===== config.mk =====
export PLATFORM = sky130hd
export DESIGN_NAME = rf_tx_encoder_status_config
export DESIGN_NICKNAME = d
export VERILOG_FILES = /design/src/inc/txenc_pkg.sv /design/src/design/bit_tick.sv /design/src/design/byte_fifo.sv /design/src/design/rf_tx_encoder_status_config.sv
export SDC_FILE = /design/constraint.sdc
export NUM_CORES = 1
export LEC_CHECK = 0
export BUFFER_PORTS_ARGS = -buffer_cell sky130_fd_sc_hd__buf_2
export CAP_MARGIN = 30
export CORE_ASPECT_RATIO = 1.25
export CORE_MARGIN = 1.5
export CORE_UTILIZATION = 49
export CTS_CLUSTER_SIZE = 28
export DETAILED_ROUTE_END_ITERATION = 6
export PLACE_DENSITY_LB_ADDON = 0.05
export SLEW_MARGIN = 20
export SYNTH_ARGS = -nofsm -noshare
export SYNTH_HDL_FRONTEND = slang
export SYNTH_SLANG_ARGS = --single-unit

===== constraint.sdc =====
create_clock -name clk -period 2.9 [get_ports clk]
set_input_delay 0.29 -clock clk [delete_from_list [all_inputs] [get_ports clk]]
set_output_delay 0.29 -clock clk [all_outputs]
set_load 0.005 [all_outputs]

===== src/inc/txenc_pkg.sv =====
// package: register map, field layout, timing and carrier types of the tx encoder block
package txenc_pkg;

    // ****************************************
    // register map
    // ****************************************
    localparam logic [7:0] ADDR_TX_CONFIG = 8'hae;
    localparam logic [7:0] ADDR_OSC_CONFIG = 8'hde;
    localparam logic [7:0] ADDR_STATUS = 8'he6;
    localparam logic [7:0] ADDR_HOLD = 8'he5;
    localparam logic [7:0] ADDR_ENC_CFG = 8'he7;
    localparam logic [7:0] RST_TX_CONFIG = 8'h07;
    localparam logic [7:0] RST_OSC_CONFIG = 8'h90;
    localparam logic [7:0] RST_STATUS = 8'h02;
    localparam logic [7:0] RST_ENC_CFG = 8'he0;
    // reserved bit four of tx config is kept at zero
    localparam logic [7:0] TX_CONFIG_MASK = 8'hef;
    localparam logic [7:0] ENC_CFG_MASK = 8'he8;

    // ****************************************
    // field positions
    // ****************************************
    localparam int CAP_SHORT_BIT = 7;
    localparam int INVERT_BIT = 6;
    localparam int MOD_BIT = 5;
    localparam int BAND_LSB = 2;
    localparam int POWER_LSB = 0;
    localparam int CORE_CUR_LSB = 4;
    localparam int TUNE_LSB = 0;
    localparam int LEN_LSB = 5;
    localparam int IDLE_BIT = 3;
    localparam int FULL_BIT = 0;
    localparam int EMPTY_BIT = 1;
    localparam int CORE_STEP_UA = 200;

    // ****************************************
    // timing and buffering
    // ****************************************
    localparam int CLK_PERIOD_NS = 4;
    localparam int BIT_TIME_NS = 4000;
    localparam int BIT_CYCLES = BIT_TIME_NS / CLK_PERIOD_NS;
    localparam int TICK_W = 16;
    localparam int HOLD_WIDTH = 8;
    localparam int HOLD_DEPTH = 32;
    localparam int LEVEL_W = $clog2(HOLD_DEPTH) + 1;

    // ****************************************
    // types
    // ****************************************
    typedef enum logic [1:0] {BAND_315, BAND_434, BAND_868, BAND_915} band_t;
    typedef enum logic [1:0] {PA_5DBM, PA_8DBM, PA_10DBM} pa_level_t;
    typedef enum logic {PH_IDLE, PH_SEND} phase_t;

    typedef struct packed {
        logic [7:0] addr;
        logic wr;
        logic rd;
        logic [7:0] wdata;
    } sfr_req_t;

    typedef struct packed {
        logic cap_short;
        logic mod_ask;
        band_t band;
        logic [1:0] pa_code;
        pa_level_t pa_level;
        logic [3:0] core_current;
        logic [3:0] tuning_curve;
    } rf_ctrl_t;

    typedef struct packed {
        logic [7:0] tx_config;
        logic [7:0] osc_config;
        logic [7:0] enc_cfg;
        logic buf_full;
        phase_t phase;
        logic [7:0] shreg;
        logic [3:0] bits_left;
        logic [7:0] rdata;
        logic txd;
    } enc_state_t;

endpackage


===== src/design/bit_tick.sv =====
// bit-rate divider: one-cycle enable pulse per transmitted bit
`timescale 1ns/1ps
module bit_tick #(
    parameter int CYCLES = txenc_pkg::BIT_CYCLES
) (
    input wire logic clk,
    input wire logic rst,
    input wire logic en,
    output logic tick
);
    import txenc_pkg::*;

    typedef struct packed {
        logic [TICK_W-1:0] cnt;
        logic tick;
    } tick_state_t;

    localparam logic [TICK_W-1:0] LAST = TICK_W'(CYCLES - 1);

    tick_state_t st;
    tick_state_t next_st;

    // count while enabled; a stopped divider restarts a full period
    always_comb begin
        next_st = st;
        next_st.tick = 1'b0;
        if (!en) begin
            next_st.cnt = '0;
        end else if (st.cnt == LAST) begin
            next_st.cnt = '0;
            next_st.tick = 1'b1;
        end else begin
            next_st.cnt = st.cnt + TICK_W'(1);
        end
    end

    // state register
    always_ff @(posedge clk) begin
        if (rst) begin
            st <= '0;
        end else begin
            st <= next_st;
        end
    end

    assign tick = st.tick;

    a_tick_period: assert property (@(posedge clk) disable iff (rst)
        tick |=> !tick) else $error("tick pulse lasted more than one cycle");
endmodule


===== src/design/byte_fifo.sv =====
// holding fifo with registered read data, valid/ready on both sides
`timescale 1ns/1ps
module byte_fifo #(
    parameter int WIDTH = 8,
    parameter int DEPTH = 32
) (
    input wire logic clk,
    input wire logic rst,
    input wire logic in_valid,
    output logic in_ready,
    input wire logic [WIDTH-1:0] in_data,
    output logic out_valid,
    input wire logic out_ready,
    output logic [WIDTH-1:0] out_data,
    output logic [$clog2(DEPTH):0] level
);
    localparam int AW = $clog2(DEPTH);

    typedef struct packed {
        logic [DEPTH-1:0][WIDTH-1:0] mem;
        logic [AW-1:0] wptr;
        logic [AW-1:0] rptr;
        logic [AW:0] cnt;
        logic [WIDTH-1:0] dout;
        logic dvalid;
    } fifo_state_t;

    fifo_state_t st;
    fifo_state_t next_st;
    logic push;
    logic fetch;

    // output word sits in a register; the array feeds it when it drains
    always_comb begin
        next_st = st;
        push = in_valid && in_ready;
        fetch = (st.cnt != '0) && (!st.dvalid || out_ready);
        if (out_valid && out_ready) begin
            next_st.dvalid = 1'b0;
        end
        if (fetch) begin
            next_st.dout = st.mem[st.rptr];
            next_st.dvalid = 1'b1;
            next_st.rptr = st.rptr + AW'(1);
        end
        if (push) begin
            next_st.mem[st.wptr] = in_data;
            next_st.wptr = st.wptr + AW'(1);
        end
        next_st.cnt = st.cnt + (AW+1)'(push) - (AW+1)'(fetch);
    end

    // state register
    always_ff @(posedge clk) begin
        if (rst) begin
            st <= '0;
        end else begin
            st <= next_st;
        end
    end

    assign in_ready = (st.cnt != (AW+1)'(DEPTH));
    assign out_valid = st.dvalid;
    assign out_data = st.dout;
    assign level = st.cnt + (AW+1)'(st.dvalid);

    a_no_overflow: assert property (@(posedge clk) disable iff (rst)
        !in_ready |=> st.cnt == $past(st.cnt) - (AW+1)'($past(fetch)))
        else $error("fifo accepted a word while full");
endmodule


===== src/design/rf_tx_encoder_status_config.sv =====
// transmit control and status registers with encoder shifter and holding fifo
`timescale 1ns/1ps
module rf_tx_encoder_status_config (
    input wire logic clk,
    input wire logic rst,
    input wire logic wake,
    input wire txenc_pkg::sfr_req_t sfr,
    output logic [7:0] sfr_rdata,
    output logic hold_ready,
    input wire logic tx_enable,
    output logic tx_data,
    output logic tx_active,
    output txenc_pkg::rf_ctrl_t rf_ctrl
);
    import txenc_pkg::*;

    // ****************************************
    // decoding helpers
    // ****************************************

    // codes 01 and 10 give the same amplifier level
    function automatic pa_level_t power_level(input logic [1:0] code);
        case (code)
            2'b00: power_level = PA_5DBM;
            2'b11: power_level = PA_10DBM;
            default: power_level = PA_8DBM;
        endcase
    endfunction

    function automatic logic hit(input sfr_req_t r, input logic [7:0] a);
        hit = (r.addr == a);
    endfunction

    // ****************************************
    // signals
    // ****************************************
    enc_state_t st;
    enc_state_t next_st;
    logic tick;
    logic fifo_rst;
    logic push;
    logic fifo_valid;
    logic [7:0] fifo_data;
    logic [LEVEL_W-1:0] fifo_level;
    logic load;
    logic pop_last;
    logic idle_sym;
    logic invert;
    logic [7:0] status;

    // ****************************************
    // submodules
    // ****************************************

    // wake-up empties the pending data, configuration survives it
    assign fifo_rst = rst || wake;
    assign push = sfr.wr && hit(sfr, ADDR_HOLD) && hold_ready;

    byte_fifo #(
        .WIDTH(HOLD_WIDTH),
        .DEPTH(HOLD_DEPTH)
    ) u_hold (
        .clk(clk),
        .rst(fifo_rst),
        .in_valid(sfr.wr && hit(sfr, ADDR_HOLD)),
        .in_ready(hold_ready),
        .in_data(sfr.wdata),
        .out_valid(fifo_valid),
        .out_ready(load),
        .out_data(fifo_data),
        .level(fifo_level)
    );

    // bit clock only runs while the transmitter is switched on
    bit_tick #(
        .CYCLES(BIT_CYCLES)
    ) u_tick (
        .clk(clk),
        .rst(fifo_rst),
        .en(tx_enable),
        .tick(tick)
    );

    // ****************************************
    // encoder and register next state
    // ****************************************

    // load a new word on the tick that ends the last bit, or on any idle tick
    assign load = tick && fifo_valid &&
        (st.phase == PH_IDLE || st.bits_left == 4'h1);
    assign pop_last = load && (fifo_level == LEVEL_W'(1));
    assign idle_sym = st.enc_cfg[IDLE_BIT];
    assign invert = st.tx_config[INVERT_BIT];
    assign status = {6'h00, (st.bits_left == 4'h0), st.buf_full};

    always_comb begin
        next_st = st;
        // configuration writes; reserved bits never stored
        if (sfr.wr && hit(sfr, ADDR_TX_CONFIG)) begin
            next_st.tx_config = sfr.wdata & TX_CONFIG_MASK;
        end
        if (sfr.wr && hit(sfr, ADDR_OSC_CONFIG)) begin
            next_st.osc_config = sfr.wdata;
        end
        if (sfr.wr && hit(sfr, ADDR_ENC_CFG)) begin
            next_st.enc_cfg = sfr.wdata & ENC_CFG_MASK;
        end
        // set on write beats a clear from the last pop
        if (push) begin
            next_st.buf_full = 1'b1;
        end else if (pop_last) begin
            next_st.buf_full = 1'b0;
        end
        // shifter: msb first, configured length of one to eight bits
        if (tick) begin
            if (load) begin
                next_st.shreg = fifo_data;
                next_st.bits_left = {1'b0, st.enc_cfg[LEN_LSB +: 3]} + 4'h1;
                next_st.phase = PH_SEND;
            end else if (st.phase == PH_SEND && st.bits_left > 4'h1) begin
                next_st.shreg = {st.shreg[6:0], 1'b0};
                next_st.bits_left = st.bits_left - 4'h1;
            end else begin
                next_st.bits_left = 4'h0;
                next_st.phase = PH_IDLE;
            end
        end
        // wake-up returns the status to empty without touching configuration
        if (wake) begin
            next_st.buf_full = 1'b0;
            next_st.bits_left = 4'h0;
            next_st.phase = PH_IDLE;
        end
        // modulator data: quiescent symbol when nothing is shifting
        if (next_st.phase == PH_SEND) begin
            next_st.txd = next_st.shreg[7] ^ next_st.tx_config[INVERT_BIT];
        end else begin
            next_st.txd = next_st.enc_cfg[IDLE_BIT] ^ next_st.tx_config[INVERT_BIT];
        end
        // register reads; write-only and unmapped addresses read zero
        if (sfr.rd) begin
            case (sfr.addr)
                ADDR_STATUS: next_st.rdata = status;
                ADDR_OSC_CONFIG: next_st.rdata = st.osc_config;
                ADDR_ENC_CFG: next_st.rdata = st.enc_cfg;
                default: next_st.rdata = 8'h00;
            endcase
        end
    end

    // ****************************************
    // state register
    // ****************************************

    // reset values; status bits come out as 02
    always_ff @(posedge clk) begin
        if (rst) begin
            st.tx_config <= RST_TX_CONFIG;
            st.osc_config <= RST_OSC_CONFIG;
            st.enc_cfg <= RST_ENC_CFG;
            st.buf_full <= RST_STATUS[FULL_BIT];
            st.phase <= PH_IDLE;
            st.shreg <= 8'h00;
            st.bits_left <= 4'h0;
            st.rdata <= 8'h00;
            st.txd <= 1'b0;
        end else begin
            st <= next_st;
        end
    end

    // ****************************************
    // outputs to the analog chain
    // ****************************************
    assign sfr_rdata = st.rdata;
    assign tx_data = st.txd;
    assign tx_active = (st.phase == PH_SEND);
    assign rf_ctrl.cap_short = st.tx_config[CAP_SHORT_BIT];
    assign rf_ctrl.mod_ask = st.tx_config[MOD_BIT];
    assign rf_ctrl.band = band_t'(st.tx_config[BAND_LSB +: 2]);
    assign rf_ctrl.pa_code = st.tx_config[POWER_LSB +: 2];
    assign rf_ctrl.pa_level = power_level(st.tx_config[POWER_LSB +: 2]);
    // current in uA is the code times the step size
    assign rf_ctrl.core_current = st.osc_config[CORE_CUR_LSB +: 4];
    assign rf_ctrl.tuning_curve = st.osc_config[TUNE_LSB +: 4];

    // ****************************************
    // assertions
    // ****************************************
    a_full_on_write: assert property (@(posedge clk) disable iff (rst)
        push && !wake |=> st.buf_full)
        else $error("buffer full not set after holding write");

    a_full_clears: assert property (@(posedge clk) disable iff (rst)
        pop_last && !push |=> !st.buf_full)
        else $error("buffer full not cleared after last transfer");

    a_empty_flag: assert property (@(posedge clk) disable iff (rst)
        load && !wake |=> status[EMPTY_BIT] == 1'b0 ##0 tx_active)
        else $error("shift empty still set after load");

    a_status_read: assert property (@(posedge clk) disable iff (rst)
        sfr.rd && sfr.addr == ADDR_STATUS |=>
        sfr_rdata == {6'h00, $past(st.bits_left) == 4'h0, $past(st.buf_full)})
        else $error("status read returned wrong value");

    a_status_reset: assert property (@(posedge clk) disable iff (rst)
        $fell(rst) |-> status == RST_STATUS && st.tx_config == RST_TX_CONFIG)
        else $error("status or tx config not at reset value");

    a_idle_symbol: assert property (@(posedge clk) disable iff (rst)
        !tx_active |-> tx_data == (idle_sym ^ invert))
        else $error("idle symbol wrong on modulator");

    a_invert_data: assert property (@(posedge clk) disable iff (rst)
        load && !wake |=> tx_data == ($past(fifo_data[7]) ^ invert))
        else $error("first data bit not sent msb first with inversion");

    a_tx_fields: assert property (@(posedge clk) disable iff (rst)
        sfr.wr && sfr.addr == ADDR_TX_CONFIG |=>
        rf_ctrl.mod_ask == $past(sfr.wdata[MOD_BIT]) &&
        rf_ctrl.band == band_t'($past(sfr.wdata[BAND_LSB +: 2])) &&
        rf_ctrl.cap_short == $past(sfr.wdata[CAP_SHORT_BIT]) &&
        st.tx_config[4] == 1'b0)
        else $error("tx config write not applied");

    a_power_map: assert property (@(posedge clk) disable iff (rst)
        rf_ctrl.pa_code == 2'b10 || rf_ctrl.pa_code == 2'b01 |->
        rf_ctrl.pa_level == PA_8DBM)
        else $error("power codes one and two differ");

    // a read two cycles after the write, with no write between, must return that write
    a_osc_readback: assert property (@(posedge clk) disable iff (rst)
        sfr.wr && sfr.addr == ADDR_OSC_CONFIG ##1 !sfr.wr ##1
        sfr.rd && sfr.addr == ADDR_OSC_CONFIG |=> sfr_rdata == $past(sfr.wdata, 3))
        else $error("osc config readback mismatch");

    a_bit_count: assert property (@(posedge clk) disable iff (rst)
        load && !wake |=> st.bits_left == {1'b0, $past(st.enc_cfg[LEN_LSB +: 3])} + 4'h1)
        else $error("wrong bit count loaded");

    a_tx_cfg_wo: assert property (@(posedge clk) disable iff (rst)
        sfr.rd && sfr.addr == ADDR_TX_CONFIG |=> sfr_rdata == 8'h00)
        else $error("write-only tx config returned data");
endmodule


# [After elaboration in Yosys (flattened, before gate mapping)]
# Index checks and enable logic that the tools add are counted.
# W data, S select, Z words.
[classes] add_sub_neg=8 mul=0 div=0 order_cmp=4 n_eq_ne=10 n_shift=0 mux=21 bitwise=4 reduce_logical=26
[op_table] op="$bwmux W256" n=1
[op_table] op="$bmux W8 S5" n=1
[op_table] op="$demux W8 S5" n=1
[op_table] op="$eq A8 B8 Y1 const B" n=5
[op_table] op="$mux W13" n=2
[op_table] op="$mux W8" n=3
[op_table] op="$pmux W8 S3" n=1
[op_table] op="$add A16 B1 Y16 const B" n=1
[op_table] op="$eq A16 B10 Y1 const B" n=1
[op_table] op="$add A6 B1 Y6" n=2
[op_table] op="$logic_and A1 B1 Y1" n=12
[op_table] op="$lt A5 B6 Y1 const B" n=2
[op_table] op="$add A5 B1 Y5 const B" n=2
[op_table] op="$mux W1" n=8
[op_table] op="$mux W4" n=2
[op_table] op="$mux W7" n=1
[op_table] op="$eq A6 B1 Y1 const B" n=1
[op_table] op="$ne A6 B6 Y1 const B" n=1
[op_table] op="$reduce_bool A2 Y1" n=3
[op_table] op="$reduce_bool A6 Y1" n=1
[op_table] op="$sub A6 B1 Y6" n=1
[op_table] op="$ge A5 B1 Y1 const B" n=1
[op_table] op="$add A3 B1 Y4 const B" n=1
[op_table] op="$eq A4 B1 Y1 const B" n=1
[op_table] op="13 further kinds" n=18
[word_totals] regBits=340 latchBits=0 mem_bits_rw=0 mem_bits_ro=0 input_bits=22 output_inout_bits=27 n_memories=0

# [Logic depth before layout (Yosys ltp)]
[logic_depth] ltp_word=7 mapped_depth=14

# [By module]
# A second synthesis with hierarchy kept.
[unflattened] cells_unflattened=1540 area_unflattened_um2=15462.3
[by_module_without_submodules] module="byte_fifo" n_inst=1 cells_per_inst=1220 area_each_um2=12577.1 seq_area_each_um2=5625.4
[by_module_without_submodules] module="rf_tx_encoder_status_config" n_inst=1 cells_per_inst=236 area_each_um2=2114.5 seq_area_each_um2=840.8
[by_module_without_submodules] module="bit_tick" n_inst=1 cells_per_inst=84 area_each_um2=770.7 seq_area_each_um2=340.3

# [Least setup slack after synthesis]
# Ideal clock, no wire load.
[synth_path] path_kind="flip-flop to flip-flop" start="register st[10] in the netlist's numbering" end="register u_hold.st[14] in the netlist's numbering" t_arrival_ps=2401 required_time_ps=2772 setup_slack_ps=371 path_stages_with_launch=15 synth_period_minus_slack_ps=2529 cell_sequence="dfxtp_1 > inv_1 > ha_1 > nor3b_2 > o21ai_1 > a21oi_2 > ha_1 > inv_1 > ha_1 > a21o_1 > a21oi_1 > o21bai_1 > a21oi_1 > xnor2_1 > nor2_1"
[synth_between] elab_chain_cells=6
[synth_lines] element="start: declaration" line_no="rf_tx_encoder_status_config.sv:37" text="enc_state_t st;"
[synth_lines] element="start signal: assignment" line_no="rf_tx_encoder_status_config.sv:168" text="st <= next_st;"
[synth_lines] element="$eq A4 B1 Y1" line_no="rf_tx_encoder_status_config.sv:90" text="(st.phase == PH_IDLE || st.bits_left == 4'h1);"
[synth_lines] element="$logic_or A1 B1 Y1" line_no="rf_tx_encoder_status_config.sv:90"
[synth_lines] element="$logic_and A1 B1 Y1" line_no="rf_tx_encoder_status_config.sv:89" text="assign load = tick && fifo_valid &&"
[synth_lines] element="$logic_or A1 B1 Y1" line_no="byte_fifo.sv:37" text="fetch = (st.cnt != '0) && (!st.dvalid || out_ready);"
[synth_lines] element="$logic_and A1 B1 Y1" line_no="byte_fifo.sv:37"
[synth_lines] element="named net u_hold.fetch" line_no="byte_fifo.sv:31" text="logic fetch;"
[synth_lines] element="$sub A6 B1 Y6" line_no="byte_fifo.sv:50" text="next_st.cnt = st.cnt + (AW+1)'(push) - (AW+1)'(fetch);"
[synth_lines] element="end signal: assignment" line_no="byte_fifo.sv:58" text="st <= next_st;"
[synth_lines] element="end: declaration" line_no="byte_fifo.sv:28" text="fifo_state_t st;"
# The timed path passes the listed nets, and every way through them passes these cells.
# A chain may end at the register's enable or synchronous reset.

# [Worst setup path in the final report]
[layout_path] start="register st[10] in the netlist's numbering" end="register u_hold.st[13] in the netlist's numbering"
# The elaborated chain is that of the path after synthesis.

==> run summary <==
The routed wire length is 42,600 um. The clock tree from TritonCTS is done. The largest incremental delay on the critical path is 0.41 ns. The number of distinct library cells after synthesis is 66.

In the routed design, unresolved DRC markers number 0. The final route contains 12,600 vias. The placed instances occupy a cell area of 16,000 um^2.

The count of pins over their slew limit is 0. The fraction of the yosys area taken by sequential cells came out at 0.441. The combined area of all synthesized cells came out at 15,400 um^2. The count of fill cells added during filler insertion is 2,872. Static timing analysis puts the maximum clock frequency at 372 MHz. The clock tree skew after final layout came out at 0.0151 ns. The number of buffers on the longest clock path is 3.

Setup repair after global routing left no endpoint under its margin. The part of the power in registers came out at 0.436. In the post-synthesis netlist, the biggest area contributors are sky130_fd_sc_hd__dfxtp_1 (44%), sky130_fd_sc_hd__a21oi_1 (8.5%), sky130_fd_sc_hd__o21ai_0 (7.2%). The count of nets left with antenna violations after detail routing came out at 0. The critical path goes through inv_1, ha_1, nor3b_2, o21ai_1, a21oi_2, ha_1, inv_1, ha_1, fa_1, a21oi_1, nor2_1, nor2_1, xor2_1, nor2_1.

The number of enable-type register cells in the synthesized netlist is 0. Of the total power, the share spent switching nets is 0.254. The number of sinks driven by the clock tree is 340.

The async set or reset register ratio after synthesis is 0. The layout overhead on the synthesized area is 12.0%. The met3 usage came out at 0.0379. The number of detailed-routing iterations run before antenna repair came out at 5.

The worst setup path is captured at a flop. The largest vdd supply drop came out at 0.000596 V. In this run the most used layer during global routing was met2. The via count of the first global-routing pass is 12,300.

The data arrival time of the worst path came out at 3.10 ns. The setup slack after placement is 0.243 ns. The worst-margin pin slew is 0.932 ns. The design area is 17,300 um^2.

Among all flip-flop cells after synthesis, the most frequent one is sky130_fd_sc_hd__dfxtp_1. The buffer cell driving the clock tree root is sky130_fd_sc_hd__clkbuf_16. The cell accounting for the most synthesized area is sky130_fd_sc_hd__dfxtp_1. Data on the critical path is required at its endpoint by 3.31 ns. Summed over all failing endpoints, the final setup total negative slack is 0 ns. The sum of overflow across all layers after global routing is 0. In this run the power density over the cells is 648 nW/um^2. The part of the total power dissipated in combinational logic came out at 0.125. The post-detailed-route wirelength per cell came out at 19.6 um.

Row generation in the floorplan step produced 72 rows. For this design the total switching power over the nets is 2.84 mW. The floorplan die area is 32,600 um^2.

The met2 usage in global routing came out at 0.453. The post-CTS setup buffer count is 0. The cell family contributing the most delay on the critical path is adder cells. The mean area per synthesized cell came out at 8.76 um^2. The share of cells above drive strength 1 is 0.147.

The source-to-sink clock delay at the later pin of the worst-skew pair came out at 0.54 ns. For this design, the slowest cell found on the critical path is sky130_fd_sc_hd__fa_1. The via density per instance came out at 5.80.

The critical path starts at st[10]. The number of nets handed over by synthesis was 1,810. The top cell type's share of synthesized area came out at 0.441. By startpoint and endpoint, the worst setup path is classified as flop to flop.

The portion of the clock cycle consumed by the worst path in the final layout came out at 0.927. The count of boundary I/O pins came out at 49. The clock network power share is 0.439. The HPWL reported at the end of detailed placement is 27,400 um. The minimum clock period is 2.69 ns. The initial core utilization is 0.498.

The clock transition time at the flip-flop clock pins of the worst setup and hold paths is 0.06 ns. The critical path buffer and inverter count came out at 2. The warning count from the yosys run came out at 0. The final weighted congestion in routability-driven placement came out at 0.793.

STA classifies the critical path startpoint as a flop. The analysis attributes to cell leakage a power of 5.83 nW. The number of antenna violations at the first check in global routing came out at 0. The placeable core region is 31,000 um^2. The internal power component is 8.35 mW. The H-tree depth came out at 2. For met1 alone, demand over resource in global routing was 0.343. The violation count after the first detailed-routing iteration came out at 1,098.

The count of max-cap constraint violations came out at 0. The post-cts resize count is 0. The final number of setup-violating endpoints came out at 0.

Counting every instance in the synthesized netlist gives 1,762. The count of endpoints failing hold in the final timing report is 0. The run finished with clean final reports.

The hold path startpoint is tx_enable. The worst hold path belongs to the class input pin to flop. In this run the critical register-to-register path is launched from st[10]. The all-layer global routing usage came out at 0.264. The largest fanout of any net on the critical path is 4. The wire length of the first global-routing pass came out at 68,900 um.

Measured along the y axis, the die boundary spans 201 um. The width of the die is 162 um. The final setup slack of the worst path is 0.211 ns. Counting the buffers created by CTS gives 37.

The number of input and output port buffers inserted is 48. The hold buffer count at CTS came out at 0. For this run, the post-layout net count is 1,794. The fraction of the core area covered by cells at the end of the flow came out at 0.558. The worst slew margin relative to its limit is 0.379.

In this run, synthesis produced a sequential element count of 340. The maximum number of pins on one net before global-route repair is 106. The final antenna diode count came out at 0.
[metrics by stage]
| step | power, mW | hold WS [ns] | std cells |
|---|---|---|---|
| 6_report | 11.2 | 0.0190 | 2178 |
| 5_1_grt | 11.6 | 0.0253 | 2178 |
| 4_1_cts | 11.3 | 0.00453 | 2178 |
| 3_5_place_dp | 6.38 | 0.439 | 2114 |
| 3_3_place_gp | 6.37 | 0.430 | 2114 |
| 2_1_floorplan | 6.05 | 0.418 | 1762 |
[power groups by stage]
stage | registers [mW] | logic (mW) | clock network [mW]
detailed placement | 4.99 | 1.38 | 0
CTS | 4.89 | 1.40 | 5.02
finish | 4.88 | 1.40 | 4.91
global route | 4.90 | 1.53 | 5.20
global placement | 4.99 | 1.38 | 0
floorplan | 4.86 | 1.18 | 0
[metal layers]
| layer | vias up | part of all wire |
|---|---|---|
| met3 | 59 | 0.047 |
| met4 | 0 | 0.023 |
| met1 | 6113 | 0.43 |
| met5 | - | 0 |
| li1 | 6151 | - |
| met2 | 313 | 0.50 |
[state kept, by name (all words and copies together) (netlist names), 8 cells and up]
signal / flops
u_hold.st: 272
st: 16
rf_ctrl: 14
u_hold.out_data: 8
u_tick.st: 16
sfr_rdata: 8
[kinds of logic (layout without fill, tap and decap cells)]
logic type,Yosys count,after routing,synth area share
XOR/XNOR,28,28,0.0159
flip-flops,340,340,0.441
adder cells (fa/ha/maj),26,26,0.0216
buffers and inverters,188,197,0.0564
AND/OR/NAND/NOR,474,474,0.136
multiplexers,127,127,0.123
AO/OA/AOI/OAI,579,579,0.206
[worst paths after layout]
| kind | end | slack, ns | cells past startpoint |
|---|---|---|---|
| setup / recovery | u_hold.st[13] | 0.21 | 14 |
| hold / removal | u_tick.st[3] | 0.02 | 3 |
| setup reg to reg | u_hold.st[13] | 0.21 | 14 |
| hold reg to reg | u_tick.st[1] | 0.45 | 1 |
[area by class of cell]
cell class,instances,area [um^2],share of cell area
clock buffers,53,1110,0.0642
clock inverters,11,161,0.00934
inverters,17,63.8,0.00369
multi-input cells,1234,7760,0.449
flip-flops and latches,340,6810,0.394
well taps,407,509,0.0295
repair buffers,116,863,0.0500
[layout by cell type, fill, tap and decap left out, drive strengths merged, types with 2 or more instances in the layout]
cell,Yosys,layout
mux2i,76,76
xor2,16,16
nand2b,4,4
dfxtp,340,340
a211oi,9,9
mux4,48,48
nor2b,7,7
a22oi,18,18
mux2,3,3
ha,25,25
and3,6,6
buf,55,116
nand2,265,265
inv,17,18
nor2,126,126
a31oi,2,2
o31ai,2,2
nand4,8,8
nand3b,7,7
clkbuf,116,53
a211o,3,3
nor3b,6,6
o22ai,8,8
nor3,3,3
clkinv,0,5
o21ai,235,235
a22o,13,13
xnor2,12,12
a21oi,263,263
and4,3,3
a2111oi,6,6
o221ai,9,9
bufinv,0,4
and2,3,3
a311oi,2,2
nand3,28,28
[tightest hold or removal path, stage by stage]
cell and delay, ns:
sky130_fd_sc_hd__buf_2 0.11, sky130_fd_sc_hd__nand2_1 0.07, sky130_fd_sc_hd__nor2_1 0.04
[cell usage after synthesis, types with 8 or more instances]
cell type and n:
sky130_fd_sc_hd__dfxtp_1 340, sky130_fd_sc_hd__a21oi_1 262, sky130_fd_sc_hd__nand2_1 261, sky130_fd_sc_hd__o21ai_0 222, sky130_fd_sc_hd__clkbuf_1 115, sky130_fd_sc_hd__nor2_1 110
sky130_fd_sc_hd__mux2i_1 76, sky130_fd_sc_hd__mux4_2 43, sky130_fd_sc_hd__buf_4 26, sky130_fd_sc_hd__ha_1 25, sky130_fd_sc_hd__nand3_1 24, sky130_fd_sc_hd__a22oi_1 18
sky130_fd_sc_hd__inv_1 17, sky130_fd_sc_hd__buf_2 16, sky130_fd_sc_hd__nor2_2 16, sky130_fd_sc_hd__xor2_1 16, sky130_fd_sc_hd__a22o_1 13, sky130_fd_sc_hd__o21ai_1 13
sky130_fd_sc_hd__xnor2_1 12, sky130_fd_sc_hd__a211oi_1 9, sky130_fd_sc_hd__o221ai_1 9, sky130_fd_sc_hd__buf_1 8, sky130_fd_sc_hd__nand4_1 8, sky130_fd_sc_hd__o22ai_1 8
(Power assumes the default switching activity.)
